### src/pkg/mac_regs_pkg.sv
// Register map, reset values and filter constants for the MAC pointer/filter/tally block
package mac_regs_pkg;
  typedef logic [7:0] byte_type;
  typedef logic [15:0] addr16_type;
  typedef logic [7:0] paddr_type;
  typedef logic [31:0] word_type;
  typedef logic [4:0] reg_idx_type;
  // Register index; byte address is index times four
  localparam reg_idx_type TX_LENGTH_LOW = 5'h00;
  localparam reg_idx_type TX_LENGTH_HIGH = 5'h01;
  localparam reg_idx_type RING_FIRST_PAGE = 5'h02;
  localparam reg_idx_type RING_LAST_PAGE = 5'h03;
  localparam reg_idx_type RING_GUARD_PAGE = 5'h04;
  localparam reg_idx_type RX_WRITE_PAGE = 5'h05;
  localparam reg_idx_type LOCAL_DMA_ADDR_LOW = 5'h06;
  localparam reg_idx_type LOCAL_DMA_ADDR_HIGH = 5'h07;
  localparam reg_idx_type HOST_XFER_START_LOW = 5'h08;
  localparam reg_idx_type HOST_XFER_START_HIGH = 5'h09;
  localparam reg_idx_type HOST_XFER_COUNT_LOW = 5'h0a;
  localparam reg_idx_type HOST_XFER_COUNT_HIGH = 5'h0b;
  localparam reg_idx_type HOST_XFER_ADDR_LOW = 5'h0c;
  localparam reg_idx_type HOST_XFER_ADDR_HIGH = 5'h0d;
  localparam reg_idx_type STATION_ADDR_BYTE0 = 5'h0e;
  localparam reg_idx_type HASH_FILTER_BYTE0 = 5'h14;
  localparam reg_idx_type ALIGNMENT_ERROR_TALLY = 5'h1c;
  localparam reg_idx_type CRC_ERROR_TALLY = 5'h1d;
  localparam reg_idx_type LOST_FRAME_TALLY = 5'h1e;
  localparam reg_idx_type LAST_REG = 5'h1e;
  localparam int NUM_REGS = 31;
  localparam int STATION_BYTES = 6;
  localparam int HASH_BYTES = 8;
  localparam byte_type REG_RESET = 8'h00;
  localparam byte_type TALLY_MAX = 8'hc0;
  localparam byte_type PAGE_OFFSET_ZERO = 8'h00;
  localparam int DA_BITS = 48;
  localparam logic [5:0] DA_LAST_BIT = 6'h2f;
  localparam logic [31:0] CRC_INIT = 32'hffffffff;
  localparam logic [31:0] CRC_POLY = 32'h04c11db7;
  localparam int HASH_MSB = 31;
  localparam int HASH_LSB = 26;
endpackage : mac_regs_pkg

### src/pkg/addr_filter_if.sv
// Carrier between the register block and the destination address filter
`timescale 1ns/1ns
interface addr_filter_if;
  logic bit_valid;
  logic bit_data;
  logic frame_start;
  logic group_enable;
  logic [47:0] station;
  logic [63:0] hash_bits;
  logic accept;
  logic is_group;
  logic done;
  modport regs (output bit_valid, bit_data, frame_start, group_enable, station, hash_bits,
                input accept, is_group, done);
  modport filter (input bit_valid, bit_data, frame_start, group_enable, station, hash_bits,
                  output accept, is_group, done);
endinterface : addr_filter_if

### src/logic/addr_filter.sv
// Serial destination address filter: station compare and CRC hash lookup
`timescale 1ns/1ns
module addr_filter
  import mac_regs_pkg::*;
(
  input wire logic i_clk,       // Bus clock
  input wire logic i_nrst,      // Async reset, active low
  addr_filter_if.filter flt     // Bits in, verdict out
);
  typedef enum logic [2:0] {
    ST_IDLE = 3'b001,
    ST_ADDR = 3'b010,
    ST_DONE = 3'b100
  } filt_state_type;

  filt_state_type state_q, state_d;
  logic [5:0] cnt_q, cnt_d;
  logic [47:0] da_q, da_d;
  logic [31:0] crc_q, crc_d;
  logic accept_q, accept_d;
  logic group_q, group_d;
  logic done_q, done_d;
  logic [5:0] hash_idx;
  logic [31:0] crc_next;

  always_comb begin
    crc_next = {crc_q[30:0], 1'b0};
    if (crc_q[31] ^ flt.bit_data) begin
      crc_next = crc_next ^ CRC_POLY;
    end
  end

  // top bits taken as the last address bit enters
  assign hash_idx = crc_next[HASH_MSB:HASH_LSB];

  always_comb begin
    state_d = state_q;
    cnt_d = cnt_q;
    da_d = da_q;
    crc_d = crc_q;
    accept_d = accept_q;
    group_d = group_q;
    done_d = 1'b0;
    if (flt.frame_start) begin
      state_d = ST_ADDR;
      cnt_d = 6'h00;
      crc_d = CRC_INIT;
      accept_d = 1'b0;
      group_d = 1'b0;
    end else begin
      unique case (state_q)
        ST_IDLE: begin
        end
        ST_ADDR: begin
          if (flt.bit_valid) begin
            da_d[cnt_q] = flt.bit_data;
            crc_d = crc_next;
            cnt_d = cnt_q + 6'h01;
            if (cnt_q == DA_LAST_BIT) begin
              state_d = ST_DONE;
              done_d = 1'b1;
              // first bit received marks a group address
              if (da_q[0]) begin
                // one-of-64 filter bit must be set
                accept_d = flt.group_enable & flt.hash_bits[hash_idx];
                group_d = accept_d;
              end else begin
                // whole station address compared in one 48-bit match
                accept_d = ({flt.bit_data, da_q[46:0]} == flt.station);
              end
            end
          end
        end
        ST_DONE: begin
        end
      endcase
    end
  end

  always_ff @(posedge i_clk or negedge i_nrst) begin
    if (!i_nrst) begin
      state_q <= ST_IDLE;
      cnt_q <= 6'h00;
      da_q <= 48'h000000000000;
      crc_q <= CRC_INIT;
      accept_q <= 1'b0;
      group_q <= 1'b0;
      done_q <= 1'b0;
    end else begin
      state_q <= state_d;
      cnt_q <= cnt_d;
      da_q <= da_d;
      crc_q <= crc_d;
      accept_q <= accept_d;
      group_q <= group_d;
      done_q <= done_d;
    end
  end

  // verdict stands one cycle after the last address bit
  assign flt.accept = accept_q;
  assign flt.is_group = group_q;
  assign flt.done = done_q;
endmodule : addr_filter

### src/logic/mac_dma_filter_tally_regs.sv
// MAC DMA pointers, receive address filter and error tallies behind an APB slave
// How it works
// - Whole programmed byte count is sent; no cut at 1500 bytes.
// - Ring built of 256-byte pages; first and last page hold address bits 15..8.
// - Next page equal to guard page aborts the local DMA.
// - Write page marks reception start; local pointer restored from it on error.
// - Local DMA address readable as two bytes, high byte bits 15..8.
// - Host transfer start split: low byte bits 7..0, high byte bits 15..8.
// - Host transfer advances address and cuts count by two per word, one per byte.
// - Host transfer count split into low byte and high byte 15..8.
// - Live host transfer address readable as two bytes, high byte bits 15..8.
// - Destination compared against six station bytes, byte0 holds bits 0..7.
// - First destination bit received is the group indicator.
// - Destination fed through CRC; top 6 bits taken as the last bit enters.
// - Hash index picks one filter bit; group frame accepted only if set.
// - Filter byte n holds bits 8n..8n+7; hash 32 is byte4 bit0.
// - Three 8-bit tallies that never exceed 192.
// - Reading a tally clears it.
// - Alignment tally counts recognised frames ending with alignment error.
// - CRC tally counts recognised frames with CRC error.
// - Lost tally counts frames dropped for no buffer; in check-only mode every recognised frame.
// - Check-only mode checks frames but never stores them.
// - With group accept enabled, group frames must pass the hash filter.
// - All registers are 8 bits; 16-bit values split into two bytes.
`timescale 1ns/1ns
module mac_dma_filter_tally_regs
  import mac_regs_pkg::*;
(
  input wire logic i_clk,                              // Bus clock, 250 MHz
  input wire logic i_nrst,                             // Async reset, active low
  input wire logic i_psel,                             // APB select
  input wire logic i_penable,                          // APB access phase
  input wire logic i_pwrite,                           // APB write
  input wire mac_regs_pkg::paddr_type i_paddr,         // APB byte address
  input wire mac_regs_pkg::word_type i_pwdata,         // APB write data
  output mac_regs_pkg::word_type o_prdata,             // APB read data
  output logic o_pready,                               // APB ready
  output logic o_pslverr,                              // APB error, unmapped address
  input wire logic i_check_only_receive,               // Check but do not store frames
  input wire logic i_group_accept_enable,              // Accept hashed group frames
  input wire logic i_rx_frame_start,                   // Pulse: sync seen, address follows
  input wire logic i_rx_bit_valid,                     // Pulse: one address bit present
  input wire logic i_rx_bit,                           // Serial address bit
  input wire logic i_rx_end,                           // Pulse: frame ended
  input wire logic i_rx_crc_err,                       // With end: CRC error
  input wire logic i_rx_align_err,                     // With end: alignment error
  input wire logic i_rx_no_buffer,                     // With end: dropped for no buffer
  output logic o_addr_done,                            // Pulse: verdict valid
  output logic o_addr_accept,                          // Frame address recognised
  output logic o_addr_is_group,                        // Recognised as group address
  output logic o_rx_store,                             // Frame may be stored to memory
  input wire logic i_ldma_rx_start,                    // Pulse: load pointer from write page
  input wire logic i_ldma_byte,                        // Pulse: one byte stored
  input wire logic i_rx_good,                          // Pulse: frame kept, advance write page
  input wire logic i_rx_error,                         // Pulse: receive error, rewind
  output mac_regs_pkg::addr16_type o_ldma_addr,        // Local DMA address
  output logic o_ldma_abort,                           // Pulse: ring full, DMA aborted
  input wire logic i_xfer_start,                       // Pulse: load host transfer
  input wire logic i_xfer_step,                        // Pulse: one transfer done
  input wire logic i_xfer_word,                        // Step is a word, else a byte
  output mac_regs_pkg::addr16_type o_xfer_addr,        // Host transfer address
  output logic o_xfer_count_zero,                      // Host transfer count at zero
  input wire logic i_tx_start,                         // Pulse: load transmit length
  input wire logic i_tx_byte,                          // Pulse: one byte sent
  output mac_regs_pkg::addr16_type o_tx_left,          // Transmit bytes still to send
  output logic o_tx_busy                               // Transmit bytes remain
);
  // ****************************************
  // Functions
  // ****************************************
  // pages wrap back to the first instead of entering the last page
  function automatic byte_type next_page(input byte_type page, input byte_type first,
                                         input byte_type last);
    byte_type nxt;
    nxt = page + 8'h01;
    if (nxt == last) begin
      nxt = first;
    end
    return nxt;
  endfunction : next_page

  // saturate at the ceiling, count onto the cleared value
  function automatic byte_type tally_next(input byte_type cnt, input logic clr,
                                          input logic inc);
    byte_type base;
    base = clr ? REG_RESET : cnt;
    if (inc && base < TALLY_MAX) begin
      base = base + 8'h01;
    end
    return base;
  endfunction : tally_next

  // ****************************************
  // Bus decode
  // ****************************************
  byte_type regs_q [NUM_REGS];
  byte_type regs_d [NUM_REGS];
  byte_type rdata_q, rdata_d;
  addr16_type ldma_q, ldma_d;
  addr16_type xfer_addr_q, xfer_addr_d;
  addr16_type xfer_cnt_q, xfer_cnt_d;
  addr16_type tx_left_q, tx_left_d;
  logic abort_q, abort_d;
  logic accept_seen_q, accept_seen_d;
  reg_idx_type idx;
  logic mapped;
  logic access;
  logic wr_en;
  logic rd_en;
  byte_type rd_mux;
  byte_type link_page;
  logic inc_align;
  logic inc_crc;
  logic inc_lost;
  addr16_type xfer_delta;

  assign idx = i_paddr[6:2];
  assign mapped = (i_paddr[7] == 1'b0) && (i_paddr[1:0] == 2'b00) && (idx <= LAST_REG);
  assign access = i_psel & i_penable;
  // Zero wait states: read data is captured in the setup cycle
  assign o_pready = 1'b1;
  assign o_pslverr = access & ~mapped;
  assign wr_en = access & i_pwrite & mapped;
  assign rd_en = access & ~i_pwrite & mapped;

  // 16-bit values appear as byte pairs
  always_comb begin
    rd_mux = REG_RESET;
    unique case (idx)
      LOCAL_DMA_ADDR_LOW: rd_mux = ldma_q[7:0];
      LOCAL_DMA_ADDR_HIGH: rd_mux = ldma_q[15:8];
      HOST_XFER_ADDR_LOW: rd_mux = xfer_addr_q[7:0];
      HOST_XFER_ADDR_HIGH: rd_mux = xfer_addr_q[15:8];
      default: rd_mux = mapped ? regs_q[idx] : REG_RESET;
    endcase
  end

  always_comb begin
    rdata_d = rdata_q;
    if (i_psel && !i_penable) begin
      rdata_d = rd_mux;
    end
  end

  assign o_prdata = {24'h000000, rdata_q};

  // ****************************************
  // Receive filter
  // ****************************************
  addr_filter_if flt_bus ();

  assign flt_bus.bit_valid = i_rx_bit_valid;
  assign flt_bus.bit_data = i_rx_bit;
  assign flt_bus.frame_start = i_rx_frame_start;
  assign flt_bus.group_enable = i_group_accept_enable;

  // byte0 holds the first eight address bits received
  always_comb begin
    for (int b = 0; b < STATION_BYTES; b++) begin
      flt_bus.station[8*b +: 8] = regs_q[int'(STATION_ADDR_BYTE0) + b];
    end
  end

  // byte n supplies filter bits 8n..8n+7
  always_comb begin
    for (int b = 0; b < HASH_BYTES; b++) begin
      flt_bus.hash_bits[8*b +: 8] = regs_q[int'(HASH_FILTER_BYTE0) + b];
    end
  end

  addr_filter u_filter (
    .i_clk(i_clk),
    .i_nrst(i_nrst),
    .flt(flt_bus)
  );

  assign o_addr_done = flt_bus.done;
  assign o_addr_accept = flt_bus.accept;
  assign o_addr_is_group = flt_bus.is_group;
  assign o_rx_store = flt_bus.accept & ~i_check_only_receive;

  always_comb begin
    accept_seen_d = accept_seen_q;
    if (i_rx_frame_start) begin
      accept_seen_d = 1'b0;
    end else if (flt_bus.done) begin
      accept_seen_d = flt_bus.accept;
    end
  end

  assign inc_align = i_rx_end & accept_seen_q & i_rx_align_err;
  assign inc_crc = i_rx_end & accept_seen_q & i_rx_crc_err;
  // lost frames, or every recognised frame when only checking
  assign inc_lost = i_check_only_receive ? (i_rx_end & accept_seen_q)
                                         : ((i_rx_end & i_rx_no_buffer) | abort_q);

  // ****************************************
  // Registers and pointers
  // ****************************************
  assign link_page = next_page(ldma_q[15:8], regs_q[RING_FIRST_PAGE],
                               regs_q[RING_LAST_PAGE]);
  // step size follows the transfer width
  assign xfer_delta = i_xfer_word ? 16'h0002 : 16'h0001;

  always_comb begin
    regs_d = regs_q;
    ldma_d = ldma_q;
    xfer_addr_d = xfer_addr_q;
    xfer_cnt_d = xfer_cnt_q;
    tx_left_d = tx_left_q;
    abort_d = 1'b0;
    // host writes the write page; read-only and tally slots ignore writes
    if (wr_en && idx != LOCAL_DMA_ADDR_LOW && idx != LOCAL_DMA_ADDR_HIGH &&
        idx != HOST_XFER_ADDR_LOW && idx != HOST_XFER_ADDR_HIGH &&
        idx < ALIGNMENT_ERROR_TALLY) begin
      regs_d[idx] = i_pwdata[7:0];
    end
    // reception starts at the write page
    if (i_ldma_rx_start || i_rx_error) begin
      ldma_d = {regs_q[RX_WRITE_PAGE], PAGE_OFFSET_ZERO};
    end else if (i_ldma_byte) begin
      if (ldma_q[7:0] == 8'hff) begin
        // guard page reached: abort instead of linking
        if (link_page == regs_q[RING_GUARD_PAGE]) begin
          abort_d = 1'b1;
        end else begin
          ldma_d = {link_page, PAGE_OFFSET_ZERO};
        end
      end else begin
        ldma_d = ldma_q + 16'h0001;
      end
    end
    // Good frame: next reception starts on the page after the last one used
    if (i_rx_good) begin
      regs_d[RX_WRITE_PAGE] = link_page;
    end
    // start address and count assembled from byte pairs
    if (i_xfer_start) begin
      xfer_addr_d = {regs_q[HOST_XFER_START_HIGH], regs_q[HOST_XFER_START_LOW]};
      xfer_cnt_d = {regs_q[HOST_XFER_COUNT_HIGH], regs_q[HOST_XFER_COUNT_LOW]};
    end else if (i_xfer_step) begin
      // address up and count down by the same amount
      xfer_addr_d = xfer_addr_q + xfer_delta;
      xfer_cnt_d = (xfer_cnt_q > xfer_delta) ? xfer_cnt_q - xfer_delta : 16'h0000;
    end
    // the full 16-bit count is sent, no length cap
    if (i_tx_start) begin
      tx_left_d = {regs_q[TX_LENGTH_HIGH], regs_q[TX_LENGTH_LOW]};
    end else if (i_tx_byte && tx_left_q != 16'h0000) begin
      tx_left_d = tx_left_q - 16'h0001;
    end
    // read clears, a coinciding event still counts
    regs_d[ALIGNMENT_ERROR_TALLY] = tally_next(regs_q[ALIGNMENT_ERROR_TALLY],
                                               rd_en && idx == ALIGNMENT_ERROR_TALLY, inc_align);
    regs_d[CRC_ERROR_TALLY] = tally_next(regs_q[CRC_ERROR_TALLY],
                                         rd_en && idx == CRC_ERROR_TALLY, inc_crc);
    regs_d[LOST_FRAME_TALLY] = tally_next(regs_q[LOST_FRAME_TALLY],
                                          rd_en && idx == LOST_FRAME_TALLY, inc_lost);
  end

  always_ff @(posedge i_clk or negedge i_nrst) begin
    if (!i_nrst) begin
      for (int r = 0; r < NUM_REGS; r++) begin
        regs_q[r] <= REG_RESET;
      end
      rdata_q <= REG_RESET;
      ldma_q <= 16'h0000;
      xfer_addr_q <= 16'h0000;
      xfer_cnt_q <= 16'h0000;
      tx_left_q <= 16'h0000;
      abort_q <= 1'b0;
      accept_seen_q <= 1'b0;
    end else begin
      regs_q <= regs_d;
      rdata_q <= rdata_d;
      ldma_q <= ldma_d;
      xfer_addr_q <= xfer_addr_d;
      xfer_cnt_q <= xfer_cnt_d;
      tx_left_q <= tx_left_d;
      abort_q <= abort_d;
      accept_seen_q <= accept_seen_d;
    end
  end

  assign o_ldma_addr = ldma_q;
  assign o_ldma_abort = abort_q;
  assign o_xfer_addr = xfer_addr_q;
  assign o_xfer_count_zero = (xfer_cnt_q == 16'h0000);
  assign o_tx_left = tx_left_q;
  assign o_tx_busy = (tx_left_q != 16'h0000);
endmodule : mac_dma_filter_tally_regs

### config.mk
export PLATFORM = sky130hd
export DESIGN_NAME = mac_dma_filter_tally_regs
export DESIGN_NICKNAME = d
export VERILOG_FILES = /design/src/pkg/mac_regs_pkg.sv /design/src/pkg/addr_filter_if.sv /design/src/logic/addr_filter.sv /design/src/logic/mac_dma_filter_tally_regs.sv
export SDC_FILE = /design/constraint.sdc
export NUM_CORES = 1
export LEC_CHECK = 0
export ABC_AREA = 1
export BUFFER_PORTS_ARGS = -buffer_cell sky130_fd_sc_hd__buf_2
export CORE_MARGIN = 3
export CORE_UTILIZATION = 55
export DETAILED_ROUTE_END_ITERATION = 12
export GPL_ROUTABILITY_DRIVEN = 0
export PLACE_DENSITY = 0.77
export SLEW_MARGIN = 15
export SYNTH_ARGS = -nofsm -noshare
export SYNTH_HDL_FRONTEND = slang
export SYNTH_SLANG_ARGS = --single-unit
### constraint.sdc
create_clock -name i_clk -period 2.5 [get_ports i_clk]
set_input_delay 0.125 -clock i_clk [delete_from_list [all_inputs] [get_ports i_clk]]
set_output_delay 0.125 -clock i_clk [all_outputs]
set_load 0.005 [all_outputs]
; Word-level counts from Yosys, hierarchy flattened
; Index checks and enable logic that the tools add are counted.
[word_totals]
reg_bits = 414
[op_classes]
addsub = 9
n_lt_le_gt_ge = 11
eq_ne = 18
n_mux = 66
n_bitwise = 21
n_reduce_logical = 36
[op_table]
columns = cell, count
row1 = bitwise mux 248 bit, 1
row2 = two-way mux 208 bit, 1
row3 = two-way mux 16 bit, 11
row4 = two-way mux 32 bit, 3
row5 = two-way mux 8 bit, 12
row6 = bitwise mux 48 bit, 1
row7 = equality test 48 bit, 1
row8 = binary-select mux 8 bit (select 5 bit), 1
row9 = demux 8 bit (select 5 bit), 1
row10 = "adder 8 x 1 -> 8 bit, second input constant", 4
row11 = case mux 8 bit (4 select lines), 1
row12 = two-way mux 27 bit, 1
row13 = "less-than comparator 8 bit, second input constant", 3
row14 = two-way mux 1 bit, 23
row15 = two-way mux 6 bit, 3
row16 = nonzero test 2 bit, 9
row17 = logical AND 1 bit, 17
row18 = "adder 16 x 1 -> 16 bit, second input constant", 1
row19 = adder 16 x 2 -> 16 bit, 1
row20 = equality test 8 bit, 2
row21 = > comparator 16 x 2 -> 1 bit, 1
row22 = zero test 16 bit, 1
row23 = nonzero test 16 bit, 1
row24 = "subtractor 16 x 1 -> 16 bit, second input constant", 1
row25 = other kinds (33), 60

; Depth between registers and ports, before layout
[depth]
word_depth = 11
depth_mapped = 22
mapped_depth_nobuf = 20

; Hierarchy
; From an unflattened synthesis, not the netlist that was laid out.
[hier_totals]
hier_cells = 2658
hier_area_um2 = 21460.6
[modules_own_cells]
columns = module, n_inst, cells_each, area_per_inst_um2, seq_area_each_um2
row1 = mac_dma_filter_tally_regs, 1, 1991, 16256.8, 8057.7
row2 = addr_filter, 1, 667, 5203.7, 2318.5

; Worst setup path before layout
; No wires, ideal clock.
[synth_path]
path_kind = flip-flop to flip-flop
start = register with a tool-made name
end = register ldma_q[2] (netlist: o_ldma_addr[2])
setup_ps = 126
t_arrival_ps = 2379
path_slack_ps = -5
stages_incl_launch_ff = 18
path_buffers = 2
cell_sequence = dfrtp_1 -> ha_1 -> xnor2_1 -> nand2_1 -> nor2_1 -> nand2_1 -> nor2_1 -> nand3_2 -> buf_6 -> o21ai_2 -> inv_2 -> nand2_2 -> nand2_1 -> nor2_2 -> nand3_4 -> nand2_4 -> buf_8 -> o21ai_0
[synth_lines]
columns = element, line_no
row1 = end signal: assignment, mac_dma_filter_tally_regs.sv:276  ; ldma_q <= ldma_d;
row2 = end: declaration, mac_dma_filter_tally_regs.sv:99  ; addr16_type ldma_q, ldma_d;

; Worst setup path in the final report
[layout_path]
start = register ldma_q[10] (netlist: o_ldma_addr[10])
end = register ldma_q[5] (netlist: o_ldma_addr[5])
[layout_via]
elab_chain_len = 6
[layout_rtl]
columns = element, line_no
row1 = adder 8 x 1 -> 8 bit *, mac_dma_filter_tally_regs.sv:75  ; nxt = page + 8'h01;
row2 = equality test 8 bit, mac_dma_filter_tally_regs.sv:76  ; if (nxt == last) begin
row3 = two-way mux 8 bit *, mac_dma_filter_tally_regs.sv:76
row4 = equality test 8 bit *, mac_dma_filter_tally_regs.sv:224  ; if (link_page == regs_q[RING_GUARD_PAGE]) begin
row5 = != test 3 bit (no line) *, --
row6 = AND reduction 2 bit (no line) *, --
; Mark *: on every way between the ends. The rest lies on a longest branch, timed or not.
; A chain may end at the register's enable or synchronous reset.

==> results.ini <==
[cts]
clock_latency_ps = 590
htree_levels = 2
cts_root_buf = clkbuf_16
ctsLongestPathBuffers = 3
clk_pin_slew_ps = 60
tritoncts = yes
cts_sinks = 413
cts_buffers = 44

[yosys]
synth_seq_cells = 413
ys.flop_type = dfrtp_1
yosysWarnings = 0
synth_top_family_by_area = simple AND/OR/NAND/NOR gates
synthTopCellsByCount = nand2_1, dfrtp_1, o21ai_0
synth_compound_area_share_pct = 16.69
yosys-top-cells-area = dfrtp_1, nand2_1, o21ai_0
muxShareOfSynthArea_pct = 0.3038
netlist_area_mm2 = 0.02141
synth_top_cell_by_area = dfrtp_1
syn_inst = 2659
synth_most_common_cell = nand2_1
synth_edf_count = 0
ys_seq_area_share_pct = 48.46
yosysTopAreaCellShare_pct = 44.41
synth_xor_area_share_pct = 2.700
yosys.area_share.simple_pct = 22.82
ys_types = 59
syn_area_per_cell_um2 = 8.053
synth_async_sr_flop_share_pct = 100.0
synthAdderAreaFrac_pct = 0.8297

[final_layout]
syn_to_final_growth_pct = 19.76
drive_above_1_share_pct = 19.27
final_nets = 2946
finish.utilization_pct = 67.44
fillerInstances = 3006

[sta]
worstMarginPinSlew_ps = 874.4
timing.fmax_mhz = 366.3
slew_viol_final = 0
setup_viol = 18
finalClockSkew_ps = 17.06
worst_slack_ps = -229.8
hold_ws_ps = 29.12
setup_tns_ps = -3297
period_share_pct = 109.2
rsz0062_at_grt = true
min_period_ps = 2730
hold_viol = 0
relSlewSlack_pct = 41.49

[outcome]
status = complete, but fails checks
violations = setup timing

[power_and_ir_drop]
vdd_ir_drop_max_uv = 549.1
cellPowerDensity_mw_per_mm2 = 716.2
p_leak_nw = 11.89

[floorplanning]
core_mm2 = 0.03802
num_io_pins = 152
dieArea_mm2 = 0.04134
die_h_um = 203.3
start_util_pct = 56.32
std_cell_rows = 71
fp.dieW_um = 203.3

[job]
maxCapViolations = 0

[worst_setup_path]
path_max_fanout = 7
crit_path_end_kind = flip-flop
cp.arrival_ps = 3240
crit_type = flip-flop to flip-flop
rrSetupSlack_ps = -230
cp_common_cell = nand2_2
cp_slowest_cell = dfrtp_2
cp-start-kind = flip-flop
critical_path.cell_chain = nand2_4 > nor2_4 > nand2_2 > nand2_2 > nand3_2 > nand2_2 > nand2_2 > nor2_4 > buf_6 > nand3_4 > nand2_2 > nand2_1 > nand2_1 > nand2_1 > nor2_2 > nand3_4 > buf_12 > nand2_8 > nand2_2 > o21ai_2
critPathMaxStageDelay_ps = 510
critPathRequiredTime_ps = 3010
crit_path_start = o_ldma_addr[10]
reg2reg_from = o_ldma_addr[10]

[grt]
track_usage_pct = 32.19
grt_pass1_wl_um = 106300
grt_max_degree = 80
first_global_vias = 19710
gr-total-overflow = 0
antenna_found_initial = 2

[route]
dr.pass1.iters = 7
wirelength_um = 68970
postRouteAntennaNets = 0
first_iter_violations = 2418
viasPerCell = 6.126
drc = 0
avgRoutedWirePerCell_um = 20.21
vias = 20910

[worst_hold_path]
hold_path.startpoint = i_penable
hp-class = input port to flip-flop

[place]
dp_hpwl_um = 46450
io_buffer_count = 102

## per-layer routing
metal | GRT usage, % | share of wire, % | vias to the layer above
li1 | - | - | 9308
met1 | 42.53 | 38 | 9947
met5 | 0 | 0 | -
met2 | 51.62 | 47 | 1327
met4 | 16.45 | 6.0 | 0
met3 | 5.363 | 9.4 | 327
## critical path: cells and delay by family, from the launching register on
family                 cells  cell delay [ps]
AND/OR/NAND/NOR           17             1770
AO/OA/AOI/OAI              1               50
buffers and inverters      2              310
flip-flops                 1              510
## logic make-up (layout without fill, tap and decap cells)
kind of cell / after synthesis / in the layout
AND/OR/NAND/NOR: 1148 / 1151
flip-flops: 413 / 413
buffers and inverters: 430 / 646
XOR/XNOR: 66 / 66
AO/OA/AOI/OAI: 581 / 581
other: 2 / 26
multiplexers: 6 / 6
adder cells (fa/ha/maj): 13 / 13
## flip-flops by register name, summed over array words and instances (netlist names), named ones only
signal and cells:
regs_q 136, flt_bus.hash_bits 64, flt_bus.station 48, u_filter.da_q 47, u_filter.crc_q 32, o_tx_left 16, o_xfer_addr 16, xfer_cnt_q 16
o_ldma_addr 15, rdata_q 8, u_filter.cnt_q 6, u_filter.state_q 3, accept_seen_q 1, o_ldma_abort 1, u_filter.flt.accept 1, u_filter.flt.done 1
u_filter.flt.is_group 1
## cell usage in the layout (no fill, tap or decap), types with 33 or more instances in the layout
cell	synthesis	layout
clkbuf_16	0	45
dfrtp_1	380	377
o22ai_1	51	51
nand2_2	14	39
buf_4	25	171
buf_2	3	100
nand2_1	621	588
o211ai_1	36	36
nand3_1	232	205
nor2_1	184	163
o21ai_0	263	258
a21oi_1	51	50
inv_1	247	240
dfstp_2	33	33
xor2_1	50	49
a22oi_1	72	72
## final cells by class
cell class	instances	area, um^2	share of cell area [%]
antenna	1	2.502	0.009758
timing repair buffer	310	2307	8.997
tap	511	639.4	2.493
inverter	259	974.7	3.801
multi-input combinational	1842	9923	38.70
clock buffer	61	1246	4.860
sequential	413	10380	40.48
clock inverter	16	170.2	0.6636
## path summary, 6_finish.rpt
path	endpoint	cells after the start
worst max register to register	o_ldma_addr[5]	20
worst min register to register	regs_q[140]	0
worst max-delay path	o_ldma_addr[5]	20
min in group asynchronous	o_tx_left[12]	2
worst min-delay path	rdata_q[1]	4
max in group asynchronous	u_filter.state_q[0]	3
## repair_timing
| action | CTS | global route |
|---|---|---|
| cloned | 3 | 0 |
| hold buffers | 13 | 0 |
| setup endpoints to repair | 20 | 33 |
| buffers inserted | 16 | 25 |
| pin swaps | 8 | 46 |
| endpoints found under the hold margin | 104 | 0 |
| resized for setup | 45 | 100 |
## per-stage QoR
stage                     cell area [um^2]  total power [mW]  worst slack [ps]  std cells
final                                25640             18.37            -229.8       3413
after global routing                 25640             19.10            -358.4       3412
after global placement               23200             10.94            -80.47       3279
after CTS                            25090             17.86            -54.82       3388
after detailed placement             23200             11.08            -132.8       3279
after floorplan                      21510             9.728            0.9492       2682
## where the power goes
part           internal, mW  total [mW]  switching [mW]
combinational          1.71        4.29            2.59
sequential             7.10        7.53           0.431
clock                  3.79        6.54            2.75
total                  12.6        18.4            5.77
No activity file was read; power rests on OpenSTA's default activity.
